===== src/hw/dcs_pkg.sv =====
// constants and carrier types of the daisy-chain serial slave
// Operation
// - four-line full-duplex serial slave only
// - chip select fall starts access, clears count
// - sample input on fall, output after rise
// - accept only 16 plus multiple-of-8 clocks
// - bad count sets error, discards command
// - select high: ignore clock, output hi-z
// - select fall loads response into shifter
// - first output bit is error OR input
// - sleep keeps output hi-z, no transfer
// - valid end writes data to addressed register
// - input words msb first, control first
// - output words shifted msb first
// - one shift register, pass-through chain stage
package dcs_pkg;
    localparam int WORD_W = 16;
    localparam int CTRL_W = 8;
    localparam int DATA_W = WORD_W - CTRL_W;
    localparam int CNT_W = 16;
    localparam logic [CNT_W-1:0] FIRST_WORD_BITS = 16'h0010;
    localparam logic [2:0] BYTE_MASK = 3'h7;
    localparam logic [WORD_W-1:0] SHIFT_RESET = 16'h0000;

    typedef struct packed {
        logic [CTRL_W-1:0] addr;
        logic [DATA_W-1:0] data;
    } dcs_word_s;

    typedef struct packed {
        logic sel_n;
        logic sclk;
        logic sdi;
    } dcs_pins_s;
endpackage


===== src/hw/dcs_slave.sv =====
// daisy-chain serial slave: shifter, frame check, error flag, register write
`timescale 1ns/1ps
module dcs_slave
    import dcs_pkg::*;
(
    // clock and reset
    input wire logic I_CORE_CLK,
    input wire logic I_RESET_N,
    // serial pins from the master
    input wire logic I_MASTER_CHIP_SELECT_N,
    input wire logic I_SCLK,
    input wire logic I_MASTER_SERIAL_OUT,
    // serial output pin
    output logic O_MASTER_SERIAL_IN,
    output logic O_MASTER_SERIAL_IN_OE,
    // device side
    input wire logic I_SLEEP,
    input wire logic [WORD_W-1:0] I_RESPONSE,
    output logic O_WRITE_STB,
    output dcs_pkg::dcs_word_s O_WRITE_WORD,
    output logic O_TRANSFER_ERROR_FLAG
);
    import dcs_pkg::*;

    logic rst_a_r;
    logic rst_b_r;
    logic rst_n;
    dcs_pins_s pin;
    logic sel_d_r;
    logic sclk_d_r;
    logic active_r;
    logic active_nxt;
    logic [WORD_W-1:0] sh_r;
    logic [WORD_W-1:0] sh_nxt;
    logic first_r;
    logic first_nxt;
    logic ter_r;
    logic ter_nxt;
    logic so_r;
    logic so_nxt;
    logic oe_r;
    logic oe_nxt;
    logic stb_r;
    logic stb_nxt;
    dcs_word_s wr_r;
    dcs_word_s wr_nxt;
    logic sel_fall;
    logic sel_rise;
    logic clk_rise;
    logic clk_fall;
    logic frame_ok;

    // reset release through two flops
    always_ff @(posedge I_CORE_CLK or negedge I_RESET_N) begin
        if (!I_RESET_N) begin
            rst_a_r <= 1'b0;
            rst_b_r <= 1'b0;
        end else begin
            rst_a_r <= 1'b1;
            rst_b_r <= rst_a_r;
        end
    end
    assign rst_n = rst_b_r;

    dcs_sync u_sync_sel (
        .i_clk(I_CORE_CLK),
        .i_rst_n(rst_n),
        .i_pin(~I_MASTER_CHIP_SELECT_N),
        .o_level(pin.sel_n)
    );
    dcs_sync u_sync_clk (
        .i_clk(I_CORE_CLK),
        .i_rst_n(rst_n),
        .i_pin(I_SCLK),
        .o_level(pin.sclk)
    );
    dcs_sync u_sync_sdi (
        .i_clk(I_CORE_CLK),
        .i_rst_n(rst_n),
        .i_pin(I_MASTER_SERIAL_OUT),
        .o_level(pin.sdi)
    );

    // pin.sel_n holds the selected level (high while chip select is low)
    always_ff @(posedge I_CORE_CLK or negedge rst_n) begin
        if (!rst_n) begin
            sel_d_r <= 1'b0;
            sclk_d_r <= 1'b0;
        end else begin
            sel_d_r <= pin.sel_n;
            sclk_d_r <= pin.sclk;
        end
    end

    assign sel_fall = pin.sel_n && !sel_d_r;
    assign sel_rise = !pin.sel_n && sel_d_r;
    // edges only count inside an active frame, so idle clocking is ignored
    assign clk_rise = active_r && pin.sclk && !sclk_d_r;
    assign clk_fall = active_r && !pin.sclk && sclk_d_r;

    dcs_frame_check u_frame (
        .i_clk(I_CORE_CLK),
        .i_rst_n(rst_n),
        .i_start(sel_fall),
        .i_tick(clk_fall),
        .o_valid(frame_ok)
    );

    always_comb begin
        active_nxt = active_r;
        sh_nxt = sh_r;
        first_nxt = first_r;
        ter_nxt = ter_r;
        so_nxt = so_r;
        oe_nxt = oe_r;
        stb_nxt = 1'b0;
        wr_nxt = wr_r;
        if (sel_fall) begin
            if (I_SLEEP) begin
                active_nxt = 1'b0;
                oe_nxt = 1'b0;
            end else begin
                active_nxt = 1'b1;
                sh_nxt = I_RESPONSE;
                first_nxt = 1'b1;
                oe_nxt = 1'b1;
                so_nxt = ter_r | pin.sdi;
            end
        end else if (sel_rise) begin
            active_nxt = 1'b0;
            oe_nxt = 1'b0;
            if (active_r) begin
                if (frame_ok) begin
                    stb_nxt = 1'b1;
                    wr_nxt = sh_r;
                end else begin
                    ter_nxt = 1'b1;
                end
            end
        end else if (active_r) begin
            if (first_r) begin
                so_nxt = ter_r | pin.sdi;
            end
            if (clk_rise) begin
                first_nxt = 1'b0;
                // error stays on the first bit until it has been clocked out, then clears
                if (first_r) begin
                    ter_nxt = 1'b0;
                end
                so_nxt = sh_r[WORD_W-1];
            end
            if (clk_fall) begin
                // msb leaves first, new bit enters at lsb: pass-through stage
                sh_nxt = {sh_r[WORD_W-2:0], pin.sdi};
            end
        end
        // an error raised while idle would never be overwritten by the first-bit path
        if (!active_nxt && !sel_fall) begin
            oe_nxt = 1'b0;
        end
    end

    always_ff @(posedge I_CORE_CLK or negedge rst_n) begin
        if (!rst_n) begin
            active_r <= 1'b0;
            sh_r <= SHIFT_RESET;
            first_r <= 1'b0;
            ter_r <= 1'b0;
            so_r <= 1'b0;
            oe_r <= 1'b0;
            stb_r <= 1'b0;
            wr_r <= '0;
        end else begin
            active_r <= active_nxt;
            sh_r <= sh_nxt;
            first_r <= first_nxt;
            ter_r <= ter_nxt;
            so_r <= so_nxt;
            oe_r <= oe_nxt;
            stb_r <= stb_nxt;
            wr_r <= wr_nxt;
        end
    end

    assign O_MASTER_SERIAL_IN = so_r;
    assign O_MASTER_SERIAL_IN_OE = oe_r;
    assign O_WRITE_STB = stb_r;
    assign O_WRITE_WORD = wr_r;
    assign O_TRANSFER_ERROR_FLAG = ter_r;
endmodule


===== src/hw/dcs_sync.sv =====
// three-stage pin synchroniser with agreement filter
`timescale 1ns/1ps
module dcs_sync (
    // clock and reset
    input wire logic i_clk,
    input wire logic i_rst_n,
    // pin and filtered level
    input wire logic i_pin,
    output logic o_level
);
    logic s1_r;
    logic s2_r;
    logic s3_r;
    logic lvl_r;
    logic lvl_nxt;

    always_comb begin
        lvl_nxt = lvl_r;
        if (s2_r == s3_r) begin
            lvl_nxt = s3_r;
        end
    end

    always_ff @(posedge i_clk or negedge i_rst_n) begin
        if (!i_rst_n) begin
            s1_r <= 1'b0;
            s2_r <= 1'b0;
            s3_r <= 1'b0;
            lvl_r <= 1'b0;
        end else begin
            s1_r <= i_pin;
            s2_r <= s1_r;
            s3_r <= s2_r;
            lvl_r <= lvl_nxt;
        end
    end

    assign o_level = lvl_r;
endmodule


===== src/hw/dcs_frame_check.sv =====
// clock counter judging whether a frame length is acceptable
`timescale 1ns/1ps
module dcs_frame_check
    import dcs_pkg::*;
(
    // clock and reset
    input wire logic i_clk,
    input wire logic i_rst_n,
    // events
    input wire logic i_start,
    input wire logic i_tick,
    // verdict
    output logic o_valid
);
    logic [CNT_W-1:0] cnt_r;
    logic [CNT_W-1:0] cnt_nxt;

    always_comb begin
        cnt_nxt = cnt_r;
        if (i_start) begin
            cnt_nxt = '0;
        end else if (i_tick && cnt_r != '1) begin
            cnt_nxt = cnt_r + 16'h0001;
        end
    end

    always_ff @(posedge i_clk or negedge i_rst_n) begin
        if (!i_rst_n) begin
            cnt_r <= '0;
        end else begin
            cnt_r <= cnt_nxt;
        end
    end

    // 16, 24, 32 ... clocks; saturation keeps runaway frames invalid
    assign o_valid = (cnt_r >= FIRST_WORD_BITS) && ((cnt_r[2:0] & BYTE_MASK) == 3'h0)
        && (cnt_r != '1);
endmodule


===== config.mk =====
export PLATFORM = sky130hd
export DESIGN_NAME = dcs_slave
export DESIGN_NICKNAME = d
export VERILOG_FILES = /design/src/hw/dcs_pkg.sv /design/src/hw/dcs_slave.sv /design/src/hw/dcs_sync.sv /design/src/hw/dcs_frame_check.sv
export SDC_FILE = /design/constraint.sdc
export NUM_CORES = 1
export LEC_CHECK = 0
export BUFFER_PORTS_ARGS = -buffer_cell sky130_fd_sc_hd__buf_2
export CAP_MARGIN = 15
export CORE_ASPECT_RATIO = 0.5
export CORE_MARGIN = 4
export CORE_UTILIZATION = 55
export DETAILED_ROUTE_END_ITERATION = 16
export PLACE_DENSITY = 0.76
export SLEW_MARGIN = 25
export SYNTH_ARGS = -nofsm -noshare
export SYNTH_HDL_FRONTEND = slang
export SYNTH_SLANG_ARGS = --single-unit

===== constraint.sdc =====
create_clock -name I_CORE_CLK -period 4.48 [get_ports I_CORE_CLK]
set_input_delay 0.448 -clock I_CORE_CLK [delete_from_list [all_inputs] [get_ports I_CORE_CLK]]
set_output_delay 0.448 -clock I_CORE_CLK [all_outputs]
set_load 0.02 [all_outputs]

==> results of run 1 <==
[worst paths after layout]
check | startpoint | cells past startpoint | endpoint
worst max-delay path | u_sync_sel.o_level$_DFFE_PN0N_ | 5 | sh_r[11]$_DFFE_PN0P_
worst min-delay path | I_MASTER_SERIAL_OUT | 1 | u_sync_sdi.s1_r$_DFF_PN0_
worst max register to register | u_sync_sel.o_level$_DFFE_PN0N_ | 5 | sh_r[11]$_DFFE_PN0P_
worst min register to register | u_sync_sdi.s1_r$_DFF_PN0_ | 0 | u_sync_sdi.s2_r$_DFF_PN0_
max in group asynchronous | rst_b_r$_DFF_PN0_ | 1 | u_sync_clk.o_level$_DFFE_PN0N_
min in group asynchronous | I_RESET_N | 2 | rst_b_r$_DFF_PN0_
[logic make-up (layout without fill, tap and decap cells)]
kind of cell / count (synthesis) / in the layout / synth area share [%]
other: 1 / 1 / 0.1231
muxes: 34 / 34 / 11.87
AOI/OAI and AO/OA: 54 / 54 / 10.44
and+or+nand+nor: 83 / 83 / 15.24
adders and majority gates: 7 / 7 / 2.630
DFF: 70 / 70 / 57.52
buffers and inverters: 17 / 68 / 2.177
[routing by layer]
layer,wire (um),track usage [%],share of wire (%),up-vias
li1,-,-,-,1059
met1,2574,24.63,44,1076
met2,2950,32.07,50,60
met3,299,4.880,5.1,8
met4,58,7.192,0.99,0
met5,0,0,0,-
[cells in the mapped netlist (all sizes together) (2+ instances only)]
library cell   n
or3            4
o31ai          2
buf            3
nand4          5
or4            3
mux2          17
ha             4
and3b          4
nand3         10
nor3           8
a211oi         2
dfrtp         70
a21oi         29
nand2b         2
o21ba          2
nor2          24
mux2i         17
nand2          6
o31a           2
o21ai         11
clkbuf         6
nand3b         3
maj3           3
inv            8
or2b           2
nor4           7
[power breakdown]
part           total [mW]  internal, mW  switching [mW]
Combinational       0.305         0.135           0.170
Sequential          0.840         0.749          0.0909
Clock               0.469         0.233           0.235
[per-stage QoR]
stage / area (sq um) / utilization, % / setup slack [ns]
after CTS: 3526 / 68.66 / 1.968
after floorplan: 3045 / - / 2.386
after detailed placement: 3329 / 64.84 / 1.993
after global placement: 3322 / 64.69 / 1.804
final: 3526 / 68.66 / 1.965
after global routing: 3526 / 68.66 / 1.741
[critical path, delay by kind of cell, from the launching register on]
kind	cells	cell delay, ns
AOI/OAI and AO/OA	2	0.79
adders and majority gates	1	0.49
DFF	1	0.42
and+or+nand+nor	2	0.74
[final cells by class]
| type | count | area [sq um] |
|---|---|---|
| tap | 70 | 87.58 |
| inverter | 8 | 30.03 |
| timing repair buffer | 44 | 230.2 |
| fill | 383 | 1609 |
| clock inverter | 4 | 31.28 |
| clock buffer | 12 | 155.1 |
| multi-input combinational | 179 | 1239 |
| sequential | 70 | 1753 |
==> report_table.html, run 1 <==
<table>
<tr><th>Metric</th><th>Value</th></tr>
<tr><th colspan="2">Worst setup path</th></tr>
<tr><td>Cell Chain, Critical Path</td><td>ha_1 &gt; or4bb_1 &gt; a21oi_4 &gt; nor2_1 &gt; a21oi_1</td></tr>
<tr><td>Category of the most critical setup path</td><td>reg2reg</td></tr>
<tr><td>CP Launch Type</td><td>register</td></tr>
<tr><td>Worst EP arrival</td><td>2.77 ns</td></tr>
<tr><td>Peak per-stage delay on the critical path</td><td>0.66 ns</td></tr>
<tr><td>Largest driver fanout on the critical path</td><td>32</td></tr>
<tr><td>Slowest cell on the critical path</td><td>or4bb_1</td></tr>
<tr><td>Critical path data required time</td><td>4.73 ns</td></tr>
<tr><td>Critical Path End Type</td><td>register</td></tr>
<tr><td>Register-to-Register Setup Slack</td><td>1.97 ns</td></tr>
<tr><th colspan="2">Clocking</th></tr>
<tr><td>Number of setup buffers added after CTS</td><td>0</td></tr>
<tr><td>Worst-skew pair later-pin latency</td><td>0.34 ns</td></tr>
<tr><td>TritonCTS Sinks</td><td>70</td></tr>
<tr><td>Clock transition at path regs</td><td>0.08 ns</td></tr>
<tr><td>Clock Tree Buf Depth</td><td>2</td></tr>
<tr><td>Number of buffers added by the clock tree synthesis step</td><td>9</td></tr>
<tr><td>Cell at the root of the clock tree</td><td>clkbuf_8</td></tr>
<tr><td>Total of hold buffers inserted after clock tree synthesis</td><td>1</td></tr>
<tr><td>Resize count post-CTS</td><td>0</td></tr>
<tr><td>CTS tree</td><td>yes</td></tr>
<tr><td>Number of H-tree levels</td><td>3</td></tr>
<tr><th colspan="2">GRT</th></tr>
<tr><td>Via count of the first global-routing pass</td><td>2175</td></tr>
<tr><td>GRT Residual Overflow</td><td>0</td></tr>
<tr><td>Initial antenna violation count</td><td>0</td></tr>
<tr><td>Largest net degree at the start of global routing</td><td>69</td></tr>
<tr><td>Total GRT Usage</td><td>19.06%</td></tr>
<tr><td>First-pass GRT wire length</td><td>10270 um</td></tr>
<tr><th colspan="2">Final layout</th></tr>
<tr><td>Area growth from synthesis to layout</td><td>15.78%</td></tr>
<tr><td># nets final</td><td>338</td></tr>
<tr><td>Non-filler cells in the finished layout</td><td>387</td></tr>
<tr><td>Diode count</td><td>0</td></tr>
<tr><td>Layout cell share with drive strength beyond 1</td><td>25.87%</td></tr>
<tr><td>Commonest non-fill, non-tap cell in the layout</td><td>dfrtp_1</td></tr>
<tr><td>Commonest non-fill, non-tap cells in the layout</td><td>69 x dfrtp_1, 41 x buf_2, 28 x a21oi_1, 24 x nor2_1</td></tr>
<tr><th colspan="2">STA</th></tr>
<tr><td>Final hold viol count</td><td>0</td></tr>
<tr><td>Setup repair after global routing missed its margin</td><td>false</td></tr>
<tr><td>Fin Setup TNS</td><td>0 ns</td></tr>
<tr><td>Skew final</td><td>0.01089 ns</td></tr>
<tr><td>Fmax achieved</td><td>397.6 MHz</td></tr>
<tr><td>Worst Max-Slew Pin Slew</td><td>0.9594 ns</td></tr>
<tr><td>Period Utilization, post-route</td><td>56.13%</td></tr>
<tr><td>Relative max-transition margin</td><td>35.45%</td></tr>
<tr><td>Final critical path time including I/O delays and setup</td><td>2.515 ns</td></tr>
<tr><td>Tightest hold margin</td><td>0.2104 ns</td></tr>
<tr><td>Finish-stage setup viols</td><td>0</td></tr>
<tr><td>Final max-slew violation count</td><td>0</td></tr>
<tr><th colspan="2">Power and ir drop</th></tr>
<tr><td>Leak</td><td>1.594 nW</td></tr>
<tr><td>Pwr dens</td><td>457.7 mW/mm^2</td></tr>
<tr><td>Max rail drop VDD</td><td>301.5 uV</td></tr>
<tr><td>Power, Total</td><td>1.614 mW</td></tr>
<tr><th colspan="2">Route</th></tr>
<tr><td>Count of vias placed by the detailed router</td><td>2203</td></tr>
<tr><td>Antenna Violating Nets Remaining</td><td>0</td></tr>
<tr><td>Drt via density</td><td>5.693</td></tr>
<tr><td>Post-route DRC</td><td>0</td></tr>
<tr><td>Final Routed Wirelength</td><td>5883 um</td></tr>
<tr><td>1st-iter DRT viols</td><td>108</td></tr>
<tr><td>Routed WL per cell</td><td>15.20 um</td></tr>
<tr><td>First-pass iteration count of the detailed router</td><td>4</td></tr>
<tr><th colspan="2">Die</th></tr>
<tr><td>Die W</td><td>113.2 um</td></tr>
<tr><td>Chip height</td><td>60.62 um</td></tr>
<tr><td>Total number of placement rows</td><td>18</td></tr>
<tr><td>Initial core utilization</td><td>59.31%</td></tr>
<tr><td>Number of primary I/O pins</td><td>42</td></tr>
<tr><td>Core area</td><td>0.005135 sq mm</td></tr>
<tr><td>Area of the die</td><td>0.006864 sq mm</td></tr>
<tr><th colspan="2">Flow run</th></tr>
<tr><td>Max-capacitance violation count</td><td>0</td></tr>
<tr><th colspan="2">Logic synthesis</th></tr>
<tr><td>Share of synthesized flip-flops with an asynchronous set or reset</td><td>100.0%</td></tr>
<tr><td>Number of enable-type register cells in the synthesized netlist</td><td>0</td></tr>
<tr><td>Number of unique standard cell types used by synthesis</td><td>40</td></tr>
<tr><td>Synth Flop Type</td><td>dfrtp_1</td></tr>
<tr><td>Post-synthesis cell area</td><td>0.003045 sq mm</td></tr>
<tr><td>Avg Synthesized Cell Area</td><td>11.45 sq um</td></tr>
<tr><td>Gate count after technology mapping</td><td>266</td></tr>
<tr><td>Share of synthesized area occupied by flip-flops and latches</td><td>57.52%</td></tr>
<tr><td>Largest area contributor in the synthesized netlist</td><td>dfrtp_1</td></tr>
<tr><td>Total of warnings raised by yosys</td><td>0</td></tr>
<tr><td>Share of Yosys cell area claimed by the top area cell type</td><td>57.52%</td></tr>
<tr><td>Post-Syn Nets</td><td>292</td></tr>
<tr><td>Top cells by area, synth</td><td>dfrtp_1 58%, mux2_2 6.3%, mux2i_1 5.6%</td></tr>
<tr><td>Number of storage elements in the synthesis netlist</td><td>70</td></tr>
<tr><th colspan="2">Placed design</th></tr>
<tr><td>Half-perimeter wire length of the detailed placement result</td><td>4050 um</td></tr>
<tr><td>RD Place Congestion</td><td>0.8452</td></tr>
<tr><td>Port Buffers</td><td>41</td></tr>
<tr><td>Cells after DPL</td><td>370</td></tr>
<tr><th colspan="2">Status</th></tr>
<tr><td>Outcome</td><td>finished, final reports clean</td></tr>
<tr><th colspan="2">Hold path</th></tr>
<tr><td>Worst hold path type</td><td>in2reg</td></tr>
</table>
Note: power is estimated with default switching activity, not from simulation.
==> run 2: changes to the inputs <==
CORE_UTILIZATION = 51   (was 55)
PLACE_DENSITY = 0.74   (was 0.76)
clock period = 2.1 ns   (was 4.48 ns; I/O delays follow)
==> run 2 against run 1 <==
Compared with the run above: first-iteration DRC count rose by 61%; global-route usage barely moved; highest routed layer unchanged; sequential power rose by 110%; maximum frequency rose by 35%; sequential share of layout area fell by 2.8 points; wire length rose by 6.1%; critical path depth fell by 1; die area rose by 7.0%.
==> report_table.html, run 2 (same netlist as run 1, synthesis figures left out) <==
<table>
<tr><th>Metric</th><th>Value</th></tr>
<tr><th colspan="2">Die</th></tr>
<tr><td>Die W</td><td>117.3 um (+3.6%)</td></tr>
<tr><td>Area of the die</td><td>0.007347 sq mm (+7.0%)</td></tr>
<tr><td>Core area</td><td>0.005634 sq mm (+9.7%)</td></tr>
<tr><td>Number of primary I/O pins</td><td>42 (unchanged)</td></tr>
<tr><td>Chip height</td><td>62.64 um (+3.3%)</td></tr>
<tr><td>Total number of placement rows</td><td>19 (+1)</td></tr>
<tr><td>Initial core utilization</td><td>54.05% (-5.3 points)</td></tr>
<tr><th colspan="2">Final layout</th></tr>
<tr><td>Area growth from synthesis to layout</td><td>22.64%</td></tr>
<tr><td>Non-filler cells in the finished layout</td><td>403 (+4.1%)</td></tr>
<tr><td>Multi-input combinational cell area</td><td>0.001231 sq mm (-0.61%)</td></tr>
<tr><td>Commonest non-fill, non-tap cells in the layout</td><td>69 x dfrtp_1, 41 x buf_2, 28 x a21oi_1, 24 x nor2_1</td></tr>
<tr><td>Layout cell share with drive strength beyond 1</td><td>28.48% (+2.6 points)</td></tr>
<tr><td>Final Core Density</td><td>66.29% (-2.4 points)</td></tr>
<tr><td>Number of filler cells placed in the layout</td><td>423 (+10%)</td></tr>
<tr><td>Commonest non-fill, non-tap cell in the layout</td><td>dfrtp_1</td></tr>
<tr><td>Diode count</td><td>0 (unchanged)</td></tr>
<tr><td># nets final</td><td>352 (+4.1%)</td></tr>
<tr><td>Register Area</td><td>0.001753 sq mm (unchanged)</td></tr>
<tr><th colspan="2">STA</th></tr>
<tr><td>Fin Setup TNS</td><td>0 ns (unchanged)</td></tr>
<tr><td>Finish-stage setup viols</td><td>0 (unchanged)</td></tr>
<tr><td>Setup repair after global routing missed its margin</td><td>false</td></tr>
<tr><td>Relative max-transition margin</td><td>65.29% (+30 points)</td></tr>
<tr><td>Worst Max-Slew Pin Slew</td><td>0.5206 ns (-0.4387 ns)</td></tr>
<tr><td>Period Utilization, post-route</td><td>88.87% (+33 points)</td></tr>
<tr><td>Skew final</td><td>0.005978 ns (-0.004916 ns)</td></tr>
<tr><td>Final hold viol count</td><td>0 (unchanged)</td></tr>
<tr><td>Final critical path time including I/O delays and setup</td><td>1.866 ns (-0.6485 ns)</td></tr>
<tr><td>Fmax achieved</td><td>535.8 MHz (+35%)</td></tr>
<tr><td>Worst setup margin</td><td>0.2337 ns (-1.732 ns)</td></tr>
<tr><td>Final max-slew violation count</td><td>0 (unchanged)</td></tr>
<tr><th colspan="2">GRT</th></tr>
<tr><td>Total GRT Usage</td><td>19.07% (about the same)</td></tr>
<tr><td>Via count of the first global-routing pass</td><td>2354 (+8.2%)</td></tr>
<tr><td>GRT Residual Overflow</td><td>0 (unchanged)</td></tr>
<tr><td>Initial antenna violation count</td><td>0 (unchanged)</td></tr>
<tr><td>Largest net degree at the start of global routing</td><td>43 (-38%)</td></tr>
<tr><td>First-pass GRT wire length</td><td>10950 um (+6.6%)</td></tr>
<tr><th colspan="2">Worst setup path</th></tr>
<tr><td>Critical path data required time</td><td>2.36 ns (-2.37 ns)</td></tr>
<tr><td>CP Launch Type</td><td>register</td></tr>
<tr><td>Register-to-Register Setup Slack</td><td>0.23 ns (-1.73 ns)</td></tr>
<tr><td>Critical Path End Type</td><td>register</td></tr>
<tr><td>Launching point of the worst reg2reg path</td><td>u_sync_clk.o_level$_DFFE_PN0N_</td></tr>
<tr><td>Category of the most critical setup path</td><td>reg2reg</td></tr>
<tr><td>Worst setup startpoint</td><td>u_sync_clk.o_level$_DFFE_PN0N_</td></tr>
<tr><td>R2R Path End</td><td>u_frame.cnt_r[13]$_DFFE_PN0P_</td></tr>
<tr><td>Cell depth of the worst flop-to-flop path</td><td>4 (-1)</td></tr>
<tr><td>Worst EP arrival</td><td>2.13 ns (-0.64 ns)</td></tr>
<tr><td>Largest driver fanout on the critical path</td><td>10 (-69%)</td></tr>
<tr><th colspan="2">Placed design</th></tr>
<tr><td>Half-perimeter wire length of the detailed placement result</td><td>4237 um (+4.6%)</td></tr>
<tr><td>Worst setup timing slack at the placement stage</td><td>0.2453 ns (-1.748 ns)</td></tr>
<tr><td>Cells after DPL</td><td>385 (+4.1%)</td></tr>
<tr><td>RD Place Congestion</td><td>0.8553 (+1.2%)</td></tr>
<tr><td>Port Buffers</td><td>41 (unchanged)</td></tr>
<tr><th colspan="2">Clocking</th></tr>
<tr><td>Clock transition at path regs</td><td>0.06 ns (-0.02 ns)</td></tr>
<tr><td>CTS tree</td><td>yes</td></tr>
<tr><td>Worst-skew pair later-pin latency</td><td>0.33 ns (about the same)</td></tr>
<tr><td>Number of H-tree levels</td><td>3 (unchanged)</td></tr>
<tr><td>Number of setup buffers added after CTS</td><td>0 (unchanged)</td></tr>
<tr><td>TritonCTS Sinks</td><td>70 (unchanged)</td></tr>
<tr><td>Cell at the root of the clock tree</td><td>clkbuf_16</td></tr>
<tr><td>Resize count post-CTS</td><td>0 (unchanged)</td></tr>
<tr><td>Clock Tree Buf Depth</td><td>2 (unchanged)</td></tr>
<tr><td>Number of buffers added by the clock tree synthesis step</td><td>9 (unchanged)</td></tr>
<tr><th colspan="2">Status</th></tr>
<tr><td>Outcome</td><td>finished, final reports clean</td></tr>
<tr><th colspan="2">Route</th></tr>
<tr><td>Final Routed Wirelength</td><td>6239 um (+6.1%)</td></tr>
<tr><td>Count of vias placed by the detailed router</td><td>2261 (+2.6%)</td></tr>
<tr><td>Routed WL per cell</td><td>15.48 um (+1.8%)</td></tr>
<tr><td>1st-iter DRT viols</td><td>174 (+61%)</td></tr>
<tr><td>First-pass iteration count of the detailed router</td><td>4 (unchanged)</td></tr>
<tr><td>Post-route DRC</td><td>0 (unchanged)</td></tr>
<tr><td>Drt via density</td><td>5.610 (-1.4%)</td></tr>
<tr><td>Antenna Violating Nets Remaining</td><td>0 (unchanged)</td></tr>
<tr><th colspan="2">Power and ir drop</th></tr>
<tr><td>Pwr dens</td><td>1025 mW/mm^2 (+120%)</td></tr>
<tr><td>Leak</td><td>1.711 nW (+7.3%)</td></tr>
<tr><td>Max rail drop VDD</td><td>795.2 uV (+160%)</td></tr>
<tr><th colspan="2">Flow run</th></tr>
<tr><td>Max-capacitance violation count</td><td>0 (unchanged)</td></tr>
<tr><th colspan="2">Hold path</th></tr>
<tr><td>Endpoint of the worst hold-timing path</td><td>u_sync_sel.s1_r$_DFF_PN0_</td></tr>
<tr><td>Worst hold path depth</td><td>2 (+1)</td></tr>
<tr><td>Worst hold path type</td><td>in2reg</td></tr>
<tr><td>Worst hold start</td><td>I_MASTER_CHIP_SELECT_N</td></tr>
</table>
[run 2: cell types whose count changed in the layout (fill, tap and decap cells not counted)]
| cell | delta |
|---|---|
| a21oi_4 | -1 |
| clkbuf_1 | -1 |
| clkinv_2 | +3 |
| clkinvlp_4 | -1 |
| buf_4 | +10 |
| buf_12 | +2 |
| clkbuf_16 | +9 |
| dlygate4sd3_1 | +2 |
| clkbuf_8 | -11 |
| a21oi_2 | +1 |
[run 2: layout make-up]
class                   count  area share (%)
repair buffers             58           9.782
inverters                   8          0.8040
well taps                  73           2.446
clock inverters             6           1.039
multi-input cells         179           32.96
clock buffers               9           6.030
flip-flops and latches     70           46.93
[run 2: critical path, cell delays in order (launching register included)]
cell	delay, ns
dfrtp_1	0.39
nand3b_4	0.21
or4_1	0.56
or4_1	0.48
a21oi_1	0.15
[run 2: worst max path at each step]
stage | end | slack [ns] | cells after the start
detailed placement | O_MASTER_SERIAL_IN$_DFFE_PN0P_ | 0.25 | 7
floorplan | O_MASTER_SERIAL_IN$_DFFE_PN0P_ | 0.006 | 0
global route | u_frame.cnt_r[14]$_DFFE_PN0P_ | 0.11 | 6
global placement | u_frame.cnt_r[13]$_DFFE_PN0P_ | 0.28 | 4
CTS | O_MASTER_SERIAL_IN$_DFFE_PN0P_ | 0.23 | 7
finish | u_frame.cnt_r[13]$_DFFE_PN0P_ | 0.23 | 4
[run 2: metrics by stage]
step	hold slack [ns]	area, sq um	total power, mW
after floorplan	-0.08559	3045	2.239
final	0.02087	3735	3.827
after CTS	0.01363	3735	3.863
after global placement	-0.003899	3441	2.451
after global routing	0.01371	3735	4.039
after detailed placement	-0.001822	3441	2.492
[run 2: repair_timing]
item | 4_1_cts | 5_1_grt
hold buffers | 3 | 0
endpoints found under the setup margin | 0 | 0
endpoints found under the hold margin | 4 | 0
[run 2: per-layer routing]
metal	track usage (%)	up-vias	wire (um)	part of all wire [%]
li1	-	1084	-	-
met2	30.63	36	3068	49
met3	7.350	7	235	3.8
met5	0	-	0	0
met4	6.009	0	85	1.4
met1	23.73	1134	2850	46
[run 2: power by group]
group	internal [mW]	total, mW	leakage, nW	switching, mW
Sequential	1.60	1.80	0.863	0.194
Combinational	0.309	0.678	0.721	0.369
Clock	0.788	1.35	0.127	0.565
Total	2.70	3.83	1.71	1.13
==> run 3: changes to the inputs <==
==> constraint.sdc (replaced) <==
create_clock -name I_CORE_CLK -period 2.1 [get_ports I_CORE_CLK]
set_input_delay 0.315 -clock I_CORE_CLK [delete_from_list [all_inputs] [get_ports I_CORE_CLK]]
set_output_delay 0.315 -clock I_CORE_CLK [all_outputs]
set_load 0.02 [all_outputs]
==> run 3 against run 2 <==
Compared with the run above: non-clock buffer count down 2; first-iteration DRC count down 9.2%; setup slack worse by 0.0031 ns; via count up 0.31%; largest power group unchanged.
==> report_table.html, run 3 (same netlist as run 1, synthesis figures left out) <==
<table>
<tr><th>Metric</th><th>Value</th></tr>
<tr><th colspan="2">Worst setup path</th></tr>
<tr><td>Category of the most critical setup path</td><td>reg2reg</td></tr>
<tr><td>Critical path data required time</td><td>2.36 ns (about the same)</td></tr>
<tr><td>Largest driver fanout on the critical path</td><td>10 (unchanged)</td></tr>
<tr><td>CP Launch Type</td><td>register</td></tr>
<tr><td>Critical Path End Type</td><td>register</td></tr>
<tr><td>Worst EP arrival</td><td>2.13 ns (about the same)</td></tr>
<tr><th colspan="2">Placed design</th></tr>
<tr><td>Worst setup timing slack at the placement stage</td><td>0.2453 ns (unchanged)</td></tr>
<tr><td>Placed cell area</td><td>0.003441 sq mm (unchanged)</td></tr>
<tr><td>Port Buffers</td><td>41 (unchanged)</td></tr>
<tr><td>RD Place Congestion</td><td>0.8553 (unchanged)</td></tr>
<tr><td>Half-perimeter wire length of the detailed placement result</td><td>4237 um (unchanged)</td></tr>
<tr><th colspan="2">Route</th></tr>
<tr><td>Antenna Violating Nets Remaining</td><td>0 (unchanged)</td></tr>
<tr><td>Drt via density</td><td>5.656 (+0.81%)</td></tr>
<tr><td>1st-iter DRT viols</td><td>158 (-9.2%)</td></tr>
<tr><td>Final Routed Wirelength</td><td>6265 um (+0.42%)</td></tr>
<tr><td>First-pass iteration count of the detailed router</td><td>4 (unchanged)</td></tr>
<tr><td>Post-route DRC</td><td>0 (unchanged)</td></tr>
<tr><td>Routed WL per cell</td><td>15.62 um (+0.92%)</td></tr>
<tr><td>Count of vias placed by the detailed router</td><td>2268 (+0.31%)</td></tr>
<tr><th colspan="2">STA</th></tr>
<tr><td>Worst Max-Slew Pin Slew</td><td>0.5212 ns (+0.0005519 ns)</td></tr>
<tr><td>Final max-slew violation count</td><td>0 (unchanged)</td></tr>
<tr><td>Finish-stage setup viols</td><td>0 (unchanged)</td></tr>
<tr><td>Relative max-transition margin</td><td>65.26% (about the same)</td></tr>
<tr><td>Final hold viol count</td><td>0 (unchanged)</td></tr>
<tr><td>Period Utilization, post-route</td><td>89.02% (+0.15 points)</td></tr>
<tr><td>Skew final</td><td>0.005836 ns (-0.0001420 ns)</td></tr>
<tr><td>Worst setup margin</td><td>0.2306 ns (-0.003059 ns)</td></tr>
<tr><td>Fmax achieved</td><td>534.9 MHz (-0.16%)</td></tr>
<tr><td>Fin Setup TNS</td><td>0 ns (unchanged)</td></tr>
<tr><td>Setup repair after global routing missed its margin</td><td>false</td></tr>
<tr><td>Final critical path time including I/O delays and setup</td><td>1.869 ns (+0.003059 ns)</td></tr>
<tr><th colspan="2">Clocking</th></tr>
<tr><td>Clock transition at path regs</td><td>0.06 ns (about the same)</td></tr>
<tr><td>Total of hold buffers inserted after clock tree synthesis</td><td>1 (-2)</td></tr>
<tr><td>Worst-skew pair later-pin latency</td><td>0.33 ns (about the same)</td></tr>
<tr><td>Cell at the root of the clock tree</td><td>clkbuf_16</td></tr>
<tr><td>Resize count post-CTS</td><td>0 (unchanged)</td></tr>
<tr><td>TritonCTS Sinks</td><td>70 (unchanged)</td></tr>
<tr><td>Clock Tree Buf Depth</td><td>2 (unchanged)</td></tr>
<tr><td>Number of buffers added by the clock tree synthesis step</td><td>9 (unchanged)</td></tr>
<tr><td>Number of H-tree levels</td><td>3 (unchanged)</td></tr>
<tr><td>Number of setup buffers added after CTS</td><td>0 (unchanged)</td></tr>
<tr><td>CTS tree</td><td>yes</td></tr>
<tr><th colspan="2">Die</th></tr>
<tr><td>Chip height</td><td>62.64 um (unchanged)</td></tr>
<tr><td>Area of the die</td><td>0.007347 sq mm (unchanged)</td></tr>
<tr><td>Initial core utilization</td><td>54.05% (unchanged)</td></tr>
<tr><td>Number of primary I/O pins</td><td>42 (unchanged)</td></tr>
<tr><td>Die W</td><td>117.3 um (unchanged)</td></tr>
<tr><td>Total number of placement rows</td><td>19 (unchanged)</td></tr>
<tr><td>Core area</td><td>0.005634 sq mm (unchanged)</td></tr>
<tr><th colspan="2">Status</th></tr>
<tr><td>Outcome</td><td>finished, final reports clean</td></tr>
<tr><th colspan="2">Flow run</th></tr>
<tr><td>Max-capacitance violation count</td><td>0 (unchanged)</td></tr>
<tr><th colspan="2">GRT</th></tr>
<tr><td>Via count of the first global-routing pass</td><td>2352 (-0.085%)</td></tr>
<tr><td>GRT Residual Overflow</td><td>0 (unchanged)</td></tr>
<tr><td>Initial antenna violation count</td><td>0 (unchanged)</td></tr>
<tr><td>Total GRT Usage</td><td>19.09% (+0.020 points)</td></tr>
<tr><td>Largest net degree at the start of global routing</td><td>43 (unchanged)</td></tr>
<tr><td>First-pass GRT wire length</td><td>10960 um (about the same)</td></tr>
<tr><th colspan="2">Final layout</th></tr>
<tr><td>Layout cell share with drive strength beyond 1</td><td>28.66% (+0.17 points)</td></tr>
<tr><td>Diode count</td><td>0 (unchanged)</td></tr>
<tr><td>Commonest non-fill, non-tap cells in the layout</td><td>69 x dfrtp_1, 41 x buf_2, 28 x a21oi_1, 24 x nor2_1</td></tr>
<tr><td>Area growth from synthesis to layout</td><td>21.98%</td></tr>
<tr><td>Commonest non-fill, non-tap cell in the layout</td><td>dfrtp_1</td></tr>
<tr><td>Final instance area</td><td>0.003715 sq mm (-0.54%)</td></tr>
<tr><td># nets final</td><td>350 (-0.57%)</td></tr>
<tr><th colspan="2">Power and ir drop</th></tr>
<tr><td>Leak</td><td>1.703 nW (-0.49%)</td></tr>
<tr><td>Max rail drop VDD</td><td>793.1 uV (-0.27%)</td></tr>
<tr><td>Pwr dens</td><td>1030 mW/mm^2 (+0.47%)</td></tr>
<tr><th colspan="2">Hold path</th></tr>
<tr><td>Worst hold path type</td><td>in2reg</td></tr>
</table>
[run 3: cell types whose count changed in the layout (fill, tap and decap cells not counted), sizes merged]
cell,previous run,this run
dlygate4sd3,3,1
[run 3: path summary, 6_finish.rpt]
path	startpoint	end	slack, ns	cells after the start
max in group asynchronous	rst_b_r$_DFF_PN0_	u_frame.cnt_r[14]$_DFFE_PN0P_	1.26	1
worst max-delay path	u_sync_clk.o_level$_DFFE_PN0N_	u_frame.cnt_r[13]$_DFFE_PN0P_	0.23	4
worst min register to register	rst_b_r$_DFF_PN0_	u_sync_sel.o_level$_DFFE_PN0N_	0.24	0
worst max register to register	u_sync_clk.o_level$_DFFE_PN0N_	u_frame.cnt_r[13]$_DFFE_PN0P_	0.23	4
min in group asynchronous	rst_b_r$_DFF_PN0_	u_sync_sel.o_level$_DFFE_PN0N_	0.24	0
worst min-delay path	I_SCLK	u_sync_clk.s1_r$_DFF_PN0_	0.09	1
[run 3: metal layers]
layer / vias up / share of wire [%] / wire length, um / track usage, %
met5: - / 0 / 0 / 0
met4: 0 / 1.4 / 86 / 6.009
met3: 7 / 3.6 / 224 / 7.447
met2: 36 / 49 / 3085 / 30.42
met1: 1142 / 46 / 2869 / 23.92
li1: 1083 / - / - / -
[run 3: report_power, final]
group / internal, mW / switching [mW] / leakage [nW]
logic: 0.307 / 0.368 / 0.713
registers: 1.60 / 0.193 / 0.863
clock network: 0.788 / 0.567 / 0.127
[run 3: cell type report]
cell class | count | area (sq um)
Clock inverter | 6 | 38.79
Sequential cell | 70 | 1753
Clock buffer | 9 | 225.2
Multi-Input combinational cell | 179 | 1231
Timing Repair Buffer | 56 | 345.3
Fill cell | 426 | 1919
Tap cell | 73 | 91.34
Inverter | 8 | 30.03
[run 3: critical path, stage by stage, from the launching register on]
cell and delay (ns):
dfrtp_1 0.40, nand3b_4 0.21, or4_1 0.56, or4_1 0.48, a21oi_1 0.15
[run 3: per-stage QoR]
step           hold slack, ns  utilization (%)  cells  total power [mW]
2_1_floorplan         0.01941                -    266             2.239
3_3_place_gp           0.1011            61.07    385             2.451
3_5_place_dp           0.1032            61.07    385             2.492
4_1_cts               0.07810            65.93    401             3.861
5_1_grt               0.07416            65.93    401             4.038
6_report              0.08709            65.93    401             3.825
